--- src/apc_pkg.sv ---
/*
  Package for the converter pin control and readout block: pin indices,
  conversion timing, state encodings, the state record and decode helpers.
  Assumes a 100 MHz core clock and four 16-bit channels.
*/
package apc_pkg;

  // ------------------------------------------------------------------
  // pin vector layout (after the three-stage synchroniser)
  // ------------------------------------------------------------------
  localparam int NPIN = 12;
  localparam int PIN_CONV_A = 0;
  localparam int PIN_CONV_B = 1;
  localparam int PIN_CS_N = 2;
  localparam int PIN_RD_SCLK = 3;
  localparam int PIN_REF_SEL = 4;
  localparam int PIN_RANGE = 5;
  localparam int PIN_PD_N = 6;
  localparam int PIN_IF_SEL = 7;
  localparam int PIN_BYTE_SEL = 8;
  localparam int PIN_OS_LO = 9;
  // chip select and read strobe idle high, everything else low
  localparam logic [NPIN-1:0] PIN_RST = 12'h00C;

  // ------------------------------------------------------------------
  // data shape and timing
  // ------------------------------------------------------------------
  localparam int NCH = 4;
  localparam int DW = 16;
  localparam int CLK_PERIOD_NS = 10;
  localparam int CONV_TIME_NS = 2000;
  localparam int CONV_CYCLES = (CONV_TIME_NS + CLK_PERIOD_NS - 1) / CLK_PERIOD_NS;
  localparam logic [3:0] SER_LAST_BIT = 4'hF;
  localparam logic [1:0] SER_PAIR_OFS = 2'h2;
  localparam logic [15:0] OE_WORD = 16'hFFFF;
  localparam logic [15:0] OE_BYTE = 16'h00FF;

  // ------------------------------------------------------------------
  // encodings
  // ------------------------------------------------------------------
  typedef enum logic [1:0] {
    APC_IDLE = 2'b00,
    APC_ARMED = 2'b01,
    APC_CONV = 2'b11,
    APC_LATCH = 2'b10
  } apc_conv_t;

  typedef enum logic [1:0] {
    APC_MODE_PAR = 2'b00,
    APC_MODE_SER = 2'b01,
    APC_MODE_BYTE = 2'b11
  } apc_mode_t;

  typedef struct packed {
    logic [NPIN-1:0] s1;
    logic [NPIN-1:0] s2;
    logic [NPIN-1:0] s3;
    logic [NPIN-1:0] pin;
    apc_conv_t conv;
    logic seen_a;
    logic seen_b;
    logic [23:0] cnt;
    logic we;
    logic busy;
    logic hold_a;
    logic hold_b;
    logic [1:0] ch;
    logic [3:0] bitn;
    logic byte_hi;
    logic [15:0] par_o;
    logic [15:0] par_oe;
    logic sa;
    logic sa_oe;
    logic sb;
    logic sb_oe;
    logic iref;
    logic bg;
    logic rbuf;
    logic regs;
    logic ana;
    logic r10;
    logic [7:0] osr;
  } apc_state_t;

  // interface mode from the two select pins
  function automatic apc_mode_t apc_mode(input logic if_sel, input logic byte_sel);
    if (!if_sel)
      return APC_MODE_PAR;
    return byte_sel ? APC_MODE_BYTE : APC_MODE_SER;
  endfunction : apc_mode

  // averaging count per result; code 7 is not a ratio and falls back to one
  function automatic logic [7:0] apc_osr_count(input logic [2:0] os);
    if (os == 3'h7)
      return 8'h01;
    return 8'h01 << os;
  endfunction : apc_osr_count

endpackage : apc_pkg

--- src/apc_readout.sv ---
/*
  Pin control and readout for a four-channel simultaneous-sampling converter:
  conversion sequencing, power and reference controls, parallel, byte and
  serial readout. Assumes the analog core presents four 16-bit results on
  core_result by the end of the conversion time, and that all pins arrive
  asynchronously to clk.
*/
// Functional notes
// - reference select high enables internal band-gap; low powers it down; buffer stays on
// - reference select is asynchronous, follows the pin, comes up per pin
// - range high selects the wide span, low the narrow span, all channels
// - power-down input high is normal operation, low enters a low-power mode
// - power-down low with range one is standby, range zero is shutdown
// - shutdown powers everything down (internal_ref_en still follows reference select); standby keeps reference and regulators
// - interface select low is parallel; high picks serial or byte by byte select
// - first start holds channels one-two, second holds three-four
// - start rising edge puts track-and-hold into hold and converts
// - busy rises after both edges, blocks starts, falls once results latched
// - active-high reset clears all digital logic asynchronously while held
// - reset aborts a conversion and clears the output data registers
// - in parallel and byte modes the bus drives only with select and read low
// - in serial mode the shared pin is the serial clock, rising edge timed
// - select rising tri-states all outputs; select falling starts a frame
// - parallel mode uses sixteen data lines, byte mode eight
// - serial frame start enables both serial outputs showing the first MSB
// - three-bit oversampling code, MSB first, sets the filter ratio
module apc_readout
  import apc_pkg::*;
#(
  parameter int CONV_CYC = CONV_CYCLES
)
(
  // clock and reset
  input wire logic clk,
  input wire logic rst_b,
  // device control pins
  input wire logic device_reset,
  input wire logic convert_start_first_half,
  input wire logic convert_start_second_half,
  input wire logic cs_n,
  input wire logic rd_sclk,
  input wire logic reference_select,
  input wire logic range_select,
  input wire logic power_down_n,
  input wire logic interface_select,
  input wire logic byte_mode_select,
  input wire logic [2:0] oversample_ratio_sel,
  // analog core results, channel 1 in the low word
  input wire logic [NCH*DW-1:0] core_result,
  // conversion status and front-end controls
  output logic busy,
  output logic hold_first_half,
  output logic hold_second_half,
  // power and reference controls
  output logic internal_ref_en,
  output logic bandgap_en,
  output logic ref_buffer_en,
  output logic regulators_en,
  output logic analog_en,
  output logic range_10v,
  output logic [7:0] osr_count,
  // parallel data bus
  output logic [15:0] parallel_data_bus_o,
  output logic [15:0] parallel_data_bus_oe,
  // serial data outputs
  output logic serial_out_first_half,
  output logic serial_out_first_half_oe,
  output logic serial_out_second_half,
  output logic serial_out_second_half_oe
);

  // ------------------------------------------------------------------
  // reset: asynchronous assert, synchronised release
  // ------------------------------------------------------------------
  logic arst_n;
  logic [1:0] rsync_q;
  logic core_rst_n;

  // either reset source clears the core at once
  assign arst_n = rst_b & ~device_reset;

  // release passes two flops so no flop leaves reset in a metastable cycle
  always_ff @(posedge clk or negedge arst_n)
  begin
    if (!arst_n)
      rsync_q <= 2'b00;
    else
      rsync_q <= {rsync_q[0], 1'b1};
  end
  assign core_rst_n = rsync_q[1];

  // ------------------------------------------------------------------
  // state and result memory
  // ------------------------------------------------------------------
  apc_state_t q;
  apc_state_t d;
  logic [NPIN-1:0] pins_in;
  logic [NPIN-1:0] rise;
  logic [NPIN-1:0] fall;
  logic [DW-1:0] rdata_a;
  logic [DW-1:0] rdata_b;
  apc_mode_t mode;
  logic cs_low;
  logic rd_low;
  logic start_done;

  assign pins_in = {oversample_ratio_sel, byte_mode_select, interface_select, power_down_n,
    range_select, reference_select, rd_sclk, cs_n, convert_start_second_half,
    convert_start_first_half};

  apc_result_mem #(
    .WIDTH(DW),
    .DEPTH(NCH),
    .AW(2)
  ) u_mem (
    .clk(clk),
    .rst_n(core_rst_n),
    .we(q.we),
    .wdata(core_result),
    .raddr_a(q.ch),
    .raddr_b(q.ch + SER_PAIR_OFS),
    .rdata_a(rdata_a),
    .rdata_b(rdata_b)
  );

  // ------------------------------------------------------------------
  // next-state logic
  // ------------------------------------------------------------------
  always_comb
  begin
    d = q;
    // three stages; a level counts once stages two and three agree
    d.s1 = pins_in;
    d.s2 = q.s1;
    d.s3 = q.s2;
    d.pin = (q.s2 & q.s3) | (q.pin & (q.s2 ^ q.s3));
    rise = d.pin & ~q.pin;
    fall = q.pin & ~d.pin;
    mode = apc_mode(q.pin[PIN_IF_SEL], q.pin[PIN_BYTE_SEL]);
    cs_low = ~q.pin[PIN_CS_N];
    rd_low = ~q.pin[PIN_RD_SCLK];
    start_done = 1'b0;

    // power and reference: follow the pins, no latching
    d.ana = q.pin[PIN_PD_N];
    d.regs = q.pin[PIN_PD_N] | q.pin[PIN_RANGE];
    d.rbuf = q.pin[PIN_PD_N] | q.pin[PIN_RANGE];
    d.iref = q.pin[PIN_REF_SEL];
    d.bg = q.pin[PIN_REF_SEL] & (q.pin[PIN_PD_N] | q.pin[PIN_RANGE]);
    d.r10 = q.pin[PIN_RANGE];
    d.osr = apc_osr_count(q.pin[PIN_OS_LO +: 3]);

    // conversion sequencing
    d.we = 1'b0;
    unique case (q.conv)
      APC_IDLE, APC_ARMED:
      begin
        if (!q.pin[PIN_PD_N])
        begin
          d.conv = APC_IDLE;
          d.seen_a = 1'b0;
          d.seen_b = 1'b0;
          d.hold_a = 1'b0;
          d.hold_b = 1'b0;
        end
        else
        begin
          if (rise[PIN_CONV_A])
          begin
            d.seen_a = 1'b1;
            d.hold_a = 1'b1;
          end
          if (rise[PIN_CONV_B])
          begin
            d.seen_b = 1'b1;
            d.hold_b = 1'b1;
          end
          start_done = d.seen_a & d.seen_b;
          if (start_done)
          begin
            d.conv = APC_CONV;
            d.busy = 1'b1;
            d.cnt = 24'(CONV_CYC * int'(d.osr)) - 24'h000001;
          end
          else if (d.seen_a | d.seen_b)
            d.conv = APC_ARMED;
        end
      end
      APC_CONV:
      begin
        // start pins are not looked at here, so edges during busy are lost
        if (!q.pin[PIN_PD_N])
        begin
          d.conv = APC_IDLE; // power-down abandons the conversion
          d.busy = 1'b0;
          d.hold_a = 1'b0;
          d.hold_b = 1'b0;
          d.seen_a = 1'b0;
          d.seen_b = 1'b0;
        end
        else if (q.cnt == 24'h000000)
        begin
          d.conv = APC_LATCH;
          d.we = 1'b1;
        end
        else
          d.cnt = q.cnt - 24'h000001;
      end
      APC_LATCH:
      begin
        // results are written to the output registers at the edge that leaves this state; front ends track again
        d.conv = APC_IDLE;
        d.busy = 1'b0;
        d.hold_a = 1'b0;
        d.hold_b = 1'b0;
        d.seen_a = 1'b0;
        d.seen_b = 1'b0;
      end
    endcase

    // readout position: a falling select starts every frame at channel 1
    if (fall[PIN_CS_N])
    begin
      d.ch = 2'h0;
      d.bitn = 4'h0;
      d.byte_hi = 1'b1;
    end
    else if (cs_low && rise[PIN_RD_SCLK])
    begin
      unique case (mode)
        APC_MODE_PAR:
          d.ch = q.ch + 2'h1;
        APC_MODE_BYTE:
        begin
          // high byte first, then low byte, then next channel
          d.byte_hi = ~q.byte_hi;
          if (!q.byte_hi)
            d.ch = q.ch + 2'h1;
        end
        APC_MODE_SER:
        begin
          // serial clock rising edge moves to the next bit
          d.bitn = q.bitn + 4'h1;
          if (q.bitn == SER_LAST_BIT)
            d.ch = q.ch + 2'h1;
        end
      endcase
    end

    // parallel bus: drives only while select and read are both low
    d.par_o = rdata_a;
    d.par_oe = 16'h0000;
    if (mode == APC_MODE_BYTE)
      d.par_o = {8'h00, q.byte_hi ? rdata_a[15:8] : rdata_a[7:0]};
    if (cs_low && rd_low && mode == APC_MODE_PAR)
      d.par_oe = OE_WORD;
    else if (cs_low && rd_low && mode == APC_MODE_BYTE)
      d.par_oe = OE_BYTE;

    // serial outputs: bit 15 first; inverting the bit count picks 15 down to 0
    d.sa = rdata_a[~q.bitn];
    d.sb = rdata_b[~q.bitn];
    d.sa_oe = cs_low && mode == APC_MODE_SER;
    d.sb_oe = cs_low && mode == APC_MODE_SER;
  end

  // ------------------------------------------------------------------
  // state register
  // ------------------------------------------------------------------
  always_ff @(posedge clk or negedge core_rst_n)
  begin
    if (!core_rst_n)
    begin
      q <= '0; // aborts any conversion in flight
      q.pin <= PIN_RST;
      q.s1 <= PIN_RST;
      q.s2 <= PIN_RST;
      q.s3 <= PIN_RST;
    end
    else
      q <= d;
  end

  // ------------------------------------------------------------------
  // outputs, all straight from flops
  // ------------------------------------------------------------------
  assign busy = q.busy;
  assign hold_first_half = q.hold_a;
  assign hold_second_half = q.hold_b;
  assign internal_ref_en = q.iref;
  assign bandgap_en = q.bg;
  assign ref_buffer_en = q.rbuf;
  assign regulators_en = q.regs;
  assign analog_en = q.ana;
  assign range_10v = q.r10;
  assign osr_count = q.osr;
  assign parallel_data_bus_o = q.par_o;
  assign parallel_data_bus_oe = q.par_oe;
  assign serial_out_first_half = q.sa;
  assign serial_out_first_half_oe = q.sa_oe;
  assign serial_out_second_half = q.sb;
  assign serial_out_second_half_oe = q.sb_oe;
endmodule : apc_readout

--- src/apc_result_mem.sv ---
/*
  Output data registers: one word per channel, written all at once when a
  conversion completes, two registered read ports for the readout logic.
  Assumes the reset input already has a synchronous release.
*/
module apc_result_mem
  import apc_pkg::*;
#(
  parameter int WIDTH = DW,
  parameter int DEPTH = NCH,
  parameter int AW = 2
)
(
  // clock and reset
  input wire logic clk,
  input wire logic rst_n,
  // write side
  input wire logic we,
  input wire logic [DEPTH*WIDTH-1:0] wdata,
  // read side
  input wire logic [AW-1:0] raddr_a,
  input wire logic [AW-1:0] raddr_b,
  output logic [WIDTH-1:0] rdata_a,
  output logic [WIDTH-1:0] rdata_b
);

  logic [DEPTH-1:0][WIDTH-1:0] mem_q;

  // reset clears every word, so a reset during a read shows zero
  always_ff @(posedge clk or negedge rst_n)
  begin
    if (!rst_n)
    begin
      mem_q <= '0;
      rdata_a <= '0;
      rdata_b <= '0;
    end
    else
    begin
      if (we)
        mem_q <= wdata;
      rdata_a <= mem_q[raddr_a];
      rdata_b <= mem_q[raddr_b];
    end
  end

endmodule : apc_result_mem

--- config.mk ---
export PLATFORM = sky130hd
export DESIGN_NAME = apc_readout
export DESIGN_NICKNAME = d
export VERILOG_FILES = /design/src/apc_pkg.sv /design/src/apc_readout.sv /design/src/apc_result_mem.sv
export SDC_FILE = /design/constraint.sdc
export NUM_CORES = 1
export LEC_CHECK = 0
export ABC_AREA = 0
export BUFFER_PORTS_ARGS = -buffer_cell sky130_fd_sc_hd__buf_4
export CELL_PAD_IN_SITES_DETAIL_PLACEMENT = 1
export CELL_PAD_IN_SITES_GLOBAL_PLACEMENT = 1
export CORE_ASPECT_RATIO = 1.2
export CORE_MARGIN = 8
export CORE_UTILIZATION = 51
export DETAILED_ROUTE_END_ITERATION = 8
export HOLD_SLACK_MARGIN = 0.02
export PLACE_DENSITY = 0.95
export SLEW_MARGIN = 20
export SYNTH_ARGS = -nofsm -noshare
export SYNTH_HDL_FRONTEND = slang
export SYNTH_SLANG_ARGS = --single-unit
--- constraint.sdc ---
create_clock -name clk -period 10.5 [get_ports clk]
set_input_delay 3.15 -clock clk [delete_from_list [all_inputs] [get_ports clk]]
set_output_delay 3.15 -clock clk [all_outputs]
set_load 0.005 [all_outputs]
==> metrics <==
HP Class reg -> async; commonest non-fill, non-tap cell in the layout dfrtp_1; NumNets Final 955; CP top delay family flip-flops; clock sinks 218; final worst-path setup slack 6200 ps; Placeable Area 19300 um2; IO Port Bufs 130; Vias/cell 5.92; number of synthesized flops with an enable pin 0; CTS tree done; Synthesis Warnings 0; worst reg2reg path startpoint q[99]; WP data required 7350 ps; P_leak 5.62 nW; crit path from parallel_data_bus_oe[14]; Detailed Route Iter0 Violations 398; Synth async-reset ratio 1.00; top_reg_cell synth dfrtp_1; R2R setup slack 6310 ps; status finished clean; Synth cell types 64; CTS Buf Count 23; Initial Util 0.516; max-cap viol count 0; hpwl dp 18700 um; Post-CTS Resized 0; DIE AREA 24300 um2; initial antenna violation count 0; Total Routing Usage GR 0.232; worst setup path category reg -> out; Synth Instances 748; final WL 27300 um; routed vias 6590; # diodes 0; # setup viols final 0; sequential element share of the synthesized area 0.548; r2r endpoint q[82]; Tcrit/Tclk final 0.410; Slew Limit Fails 0; Fin Setup TNS 0 ps; Crit path arrival time 1150 ps; Die Ht 169 um; Detailed Routing Iterations Pass 1 5; placer congestion estimate 0.870; Rows 56; largest stage delay on the critical path 480 ps; largest net degree at the start of global routing 173; crit path capture type output pin; Avg WL per Cell 24.5 um; DRC Markers 0; CTS max path bufs 3; leading cell types in the layout, fill and taps excluded dfrtp_1 (207), buf_4 (132), mux2_2 (72); P per Cell Area 178 nW/um2; CP Max Fanout 8; Final Cell Area 11600 um2; skew final 12.8 ps; slowest CP cell dfrtp_1; crit path time final 4300 ps; Slew @ Worst Pin 913 ps; Fmax achieved 0.232 GHz; #FFs+latches synth 218; Die W 144 um; final antenna-violating net count 0; I/O pin count 132; mapped cell area 9970 um2; maximum VDD drop 0.142 mV; H-Tree Depth 1; critical-path cell list buf_4; Post-CTS Hold Fix Bufs 0; clock-pin slew on the worst setup and hold paths 60 ps; area post-placement 10900 um2; Area Growth Syn to Fin 16.4%; mean post-synth cell area 13.3 um2; final hold violations 0; layout cells sized above 1 0.355; Reg2Reg Depth 11; post-CTS setup buffers 0; number of global-route vias before repair 7522; global route overflow 0; startpoint types flop; global-route wire length before repair 43700 um; clk_lat worst skew 500 ps; # fillers 1896; WP buf/inv 1; Root Buffer clkbuf_16; RSZ-0062 raised after global routing false; Max-slew headroom 0.391; pre-CTS WS 6380 ps
==> Yosys cell counts, types with 3 or more instances <==
| cell | instances | share of area |
|---|---|---|
| or3_1 | 9 | 0.0056 |
| nand4_1 | 5 | 0.0031 |
| a211o_1 | 3 | 0.0026 |
| a21o_1 | 13 | 0.0098 |
| mux2_2 | 72 | 0.081 |
| o21ai_0 | 23 | 0.012 |
| mux4_2 | 42 | 0.095 |
| nand2b_1 | 3 | 0.0019 |
| a31oi_1 | 3 | 0.0019 |
| nor2_1 | 41 | 0.015 |
| a21oi_1 | 18 | 0.0090 |
| nand2_1 | 26 | 0.0098 |
| o311ai_0 | 3 | 0.0026 |
| xnor2_1 | 9 | 0.0079 |
| ha_1 | 37 | 0.046 |
| xor2_1 | 12 | 0.011 |
| dfrtp_1 | 210 | 0.53 |
| nor2b_1 | 11 | 0.0069 |
| nand3_1 | 11 | 0.0055 |
| or4_1 | 4 | 0.0030 |
| nor3_1 | 14 | 0.0070 |
| o211ai_1 | 4 | 0.0030 |
| clkbuf_1 | 23 | 0.0087 |
| o2bb2ai_1 | 3 | 0.0026 |
| nor4_1 | 9 | 0.0056 |
| o22ai_1 | 3 | 0.0019 |
| and2_1 | 17 | 0.011 |
| buf_1 | 4 | 0.0015 |
| inv_1 | 16 | 0.0060 |
| nand3b_1 | 3 | 0.0023 |
| dfstp_2 | 8 | 0.021 |
| buf_4 | 42 | 0.032 |
| or2_2 | 3 | 0.0019 |
| o21a_1 | 3 | 0.0023 |
| and3_1 | 5 | 0.0031 |
==> kinds of logic (layout without fill, tap and decap cells) <==
group	count (synthesis)	count (layout)	share of synthesized area
DFF	218	218	0.548
and+or+nand+nor	171	171	0.0907
muxes	115	115	0.177
AOI/OAI and AO/OA	96	96	0.0664
buffers and inverters	87	189	0.0501
adders and majority gates	38	38	0.0484
xor gates and xnor gates	21	21	0.0184
other	2	5	0.000753
==> per-stage QoR <==
| step | hold WS (ps) | total power [mW] | cells | util |
|---|---|---|---|---|
| floorplan | 331 | 1.19 | 751 | - |
| global placement | 332 | 1.27 | 1074 | 0.563 |
| detailed placement | 336 | 1.30 | 1074 | 0.563 |
| CTS | 344 | 2.09 | 1114 | 0.600 |
| global route | 345 | 2.16 | 1114 | 0.600 |
| finish | 335 | 2.07 | 1114 | 0.600 |
==> how the worst max path moves through the flow <==
stage / end / cells past startpoint / slack, ps
2_1_floorplan: analog_en / 0 / 3990
3_3_place_gp: q[82] / 11 / 6550
3_5_place_dp: q[82] / 11 / 6380
4_1_cts: parallel_data_bus_oe[8] / 1 / 6170
5_1_grt: q[82] / 11 / 6000
6_report: parallel_data_bus_oe[8] / 1 / 6200
==> sequential cells by signal, indices dropped and copies added (netlist names) <==
name	cells
osr_count	7
serial_out_second_half	1
parallel_data_bus_o	16
range_10v	1
regulators_en	1
bandgap_en	1
parallel_data_bus_oe	2
hold_second_half	1
serial_out_second_half_oe	1
busy	1
hold_first_half	1
rsync_q	2
d	27
u_mem.rdata_b	16
u_mem.rdata_a	16
serial_out_first_half	1
analog_en	1
u_mem.mem_q	64
internal_ref_en	1
q	57
==> metal layers <==
metal  up-vias  global-route usage  wire [um]
met3        67              0.0397       1110
met4         0              0.0930        897
met1      3464               0.271      10500
li1       2839                   -          -
met5         -                   0          0
met2       220               0.417      14800
==> layout make-up <==
type | instances | area [um2] | share of cell area
sequential | 218 | 5470 | 0.472
multi-input combinational | 446 | 4020 | 0.346
timing repair buffer | 133 | 1010 | 0.0871
clock buffer | 34 | 677 | 0.0583
tap | 261 | 327 | 0.0281
inverter | 16 | 60.1 | 0.00517
clock inverter | 6 | 38.8 | 0.00334
==> power by group <==
group | internal (mW) | leakage [nW] | switching, mW
Clock | 0.446 | 0.349 | 0.329
Combinational | 0.150 | 2.42 | 0.154
Sequential | 0.901 | 2.85 | 0.0929
Total | 1.50 | 5.62 | 0.575
(Power assumes the default switching activity.)
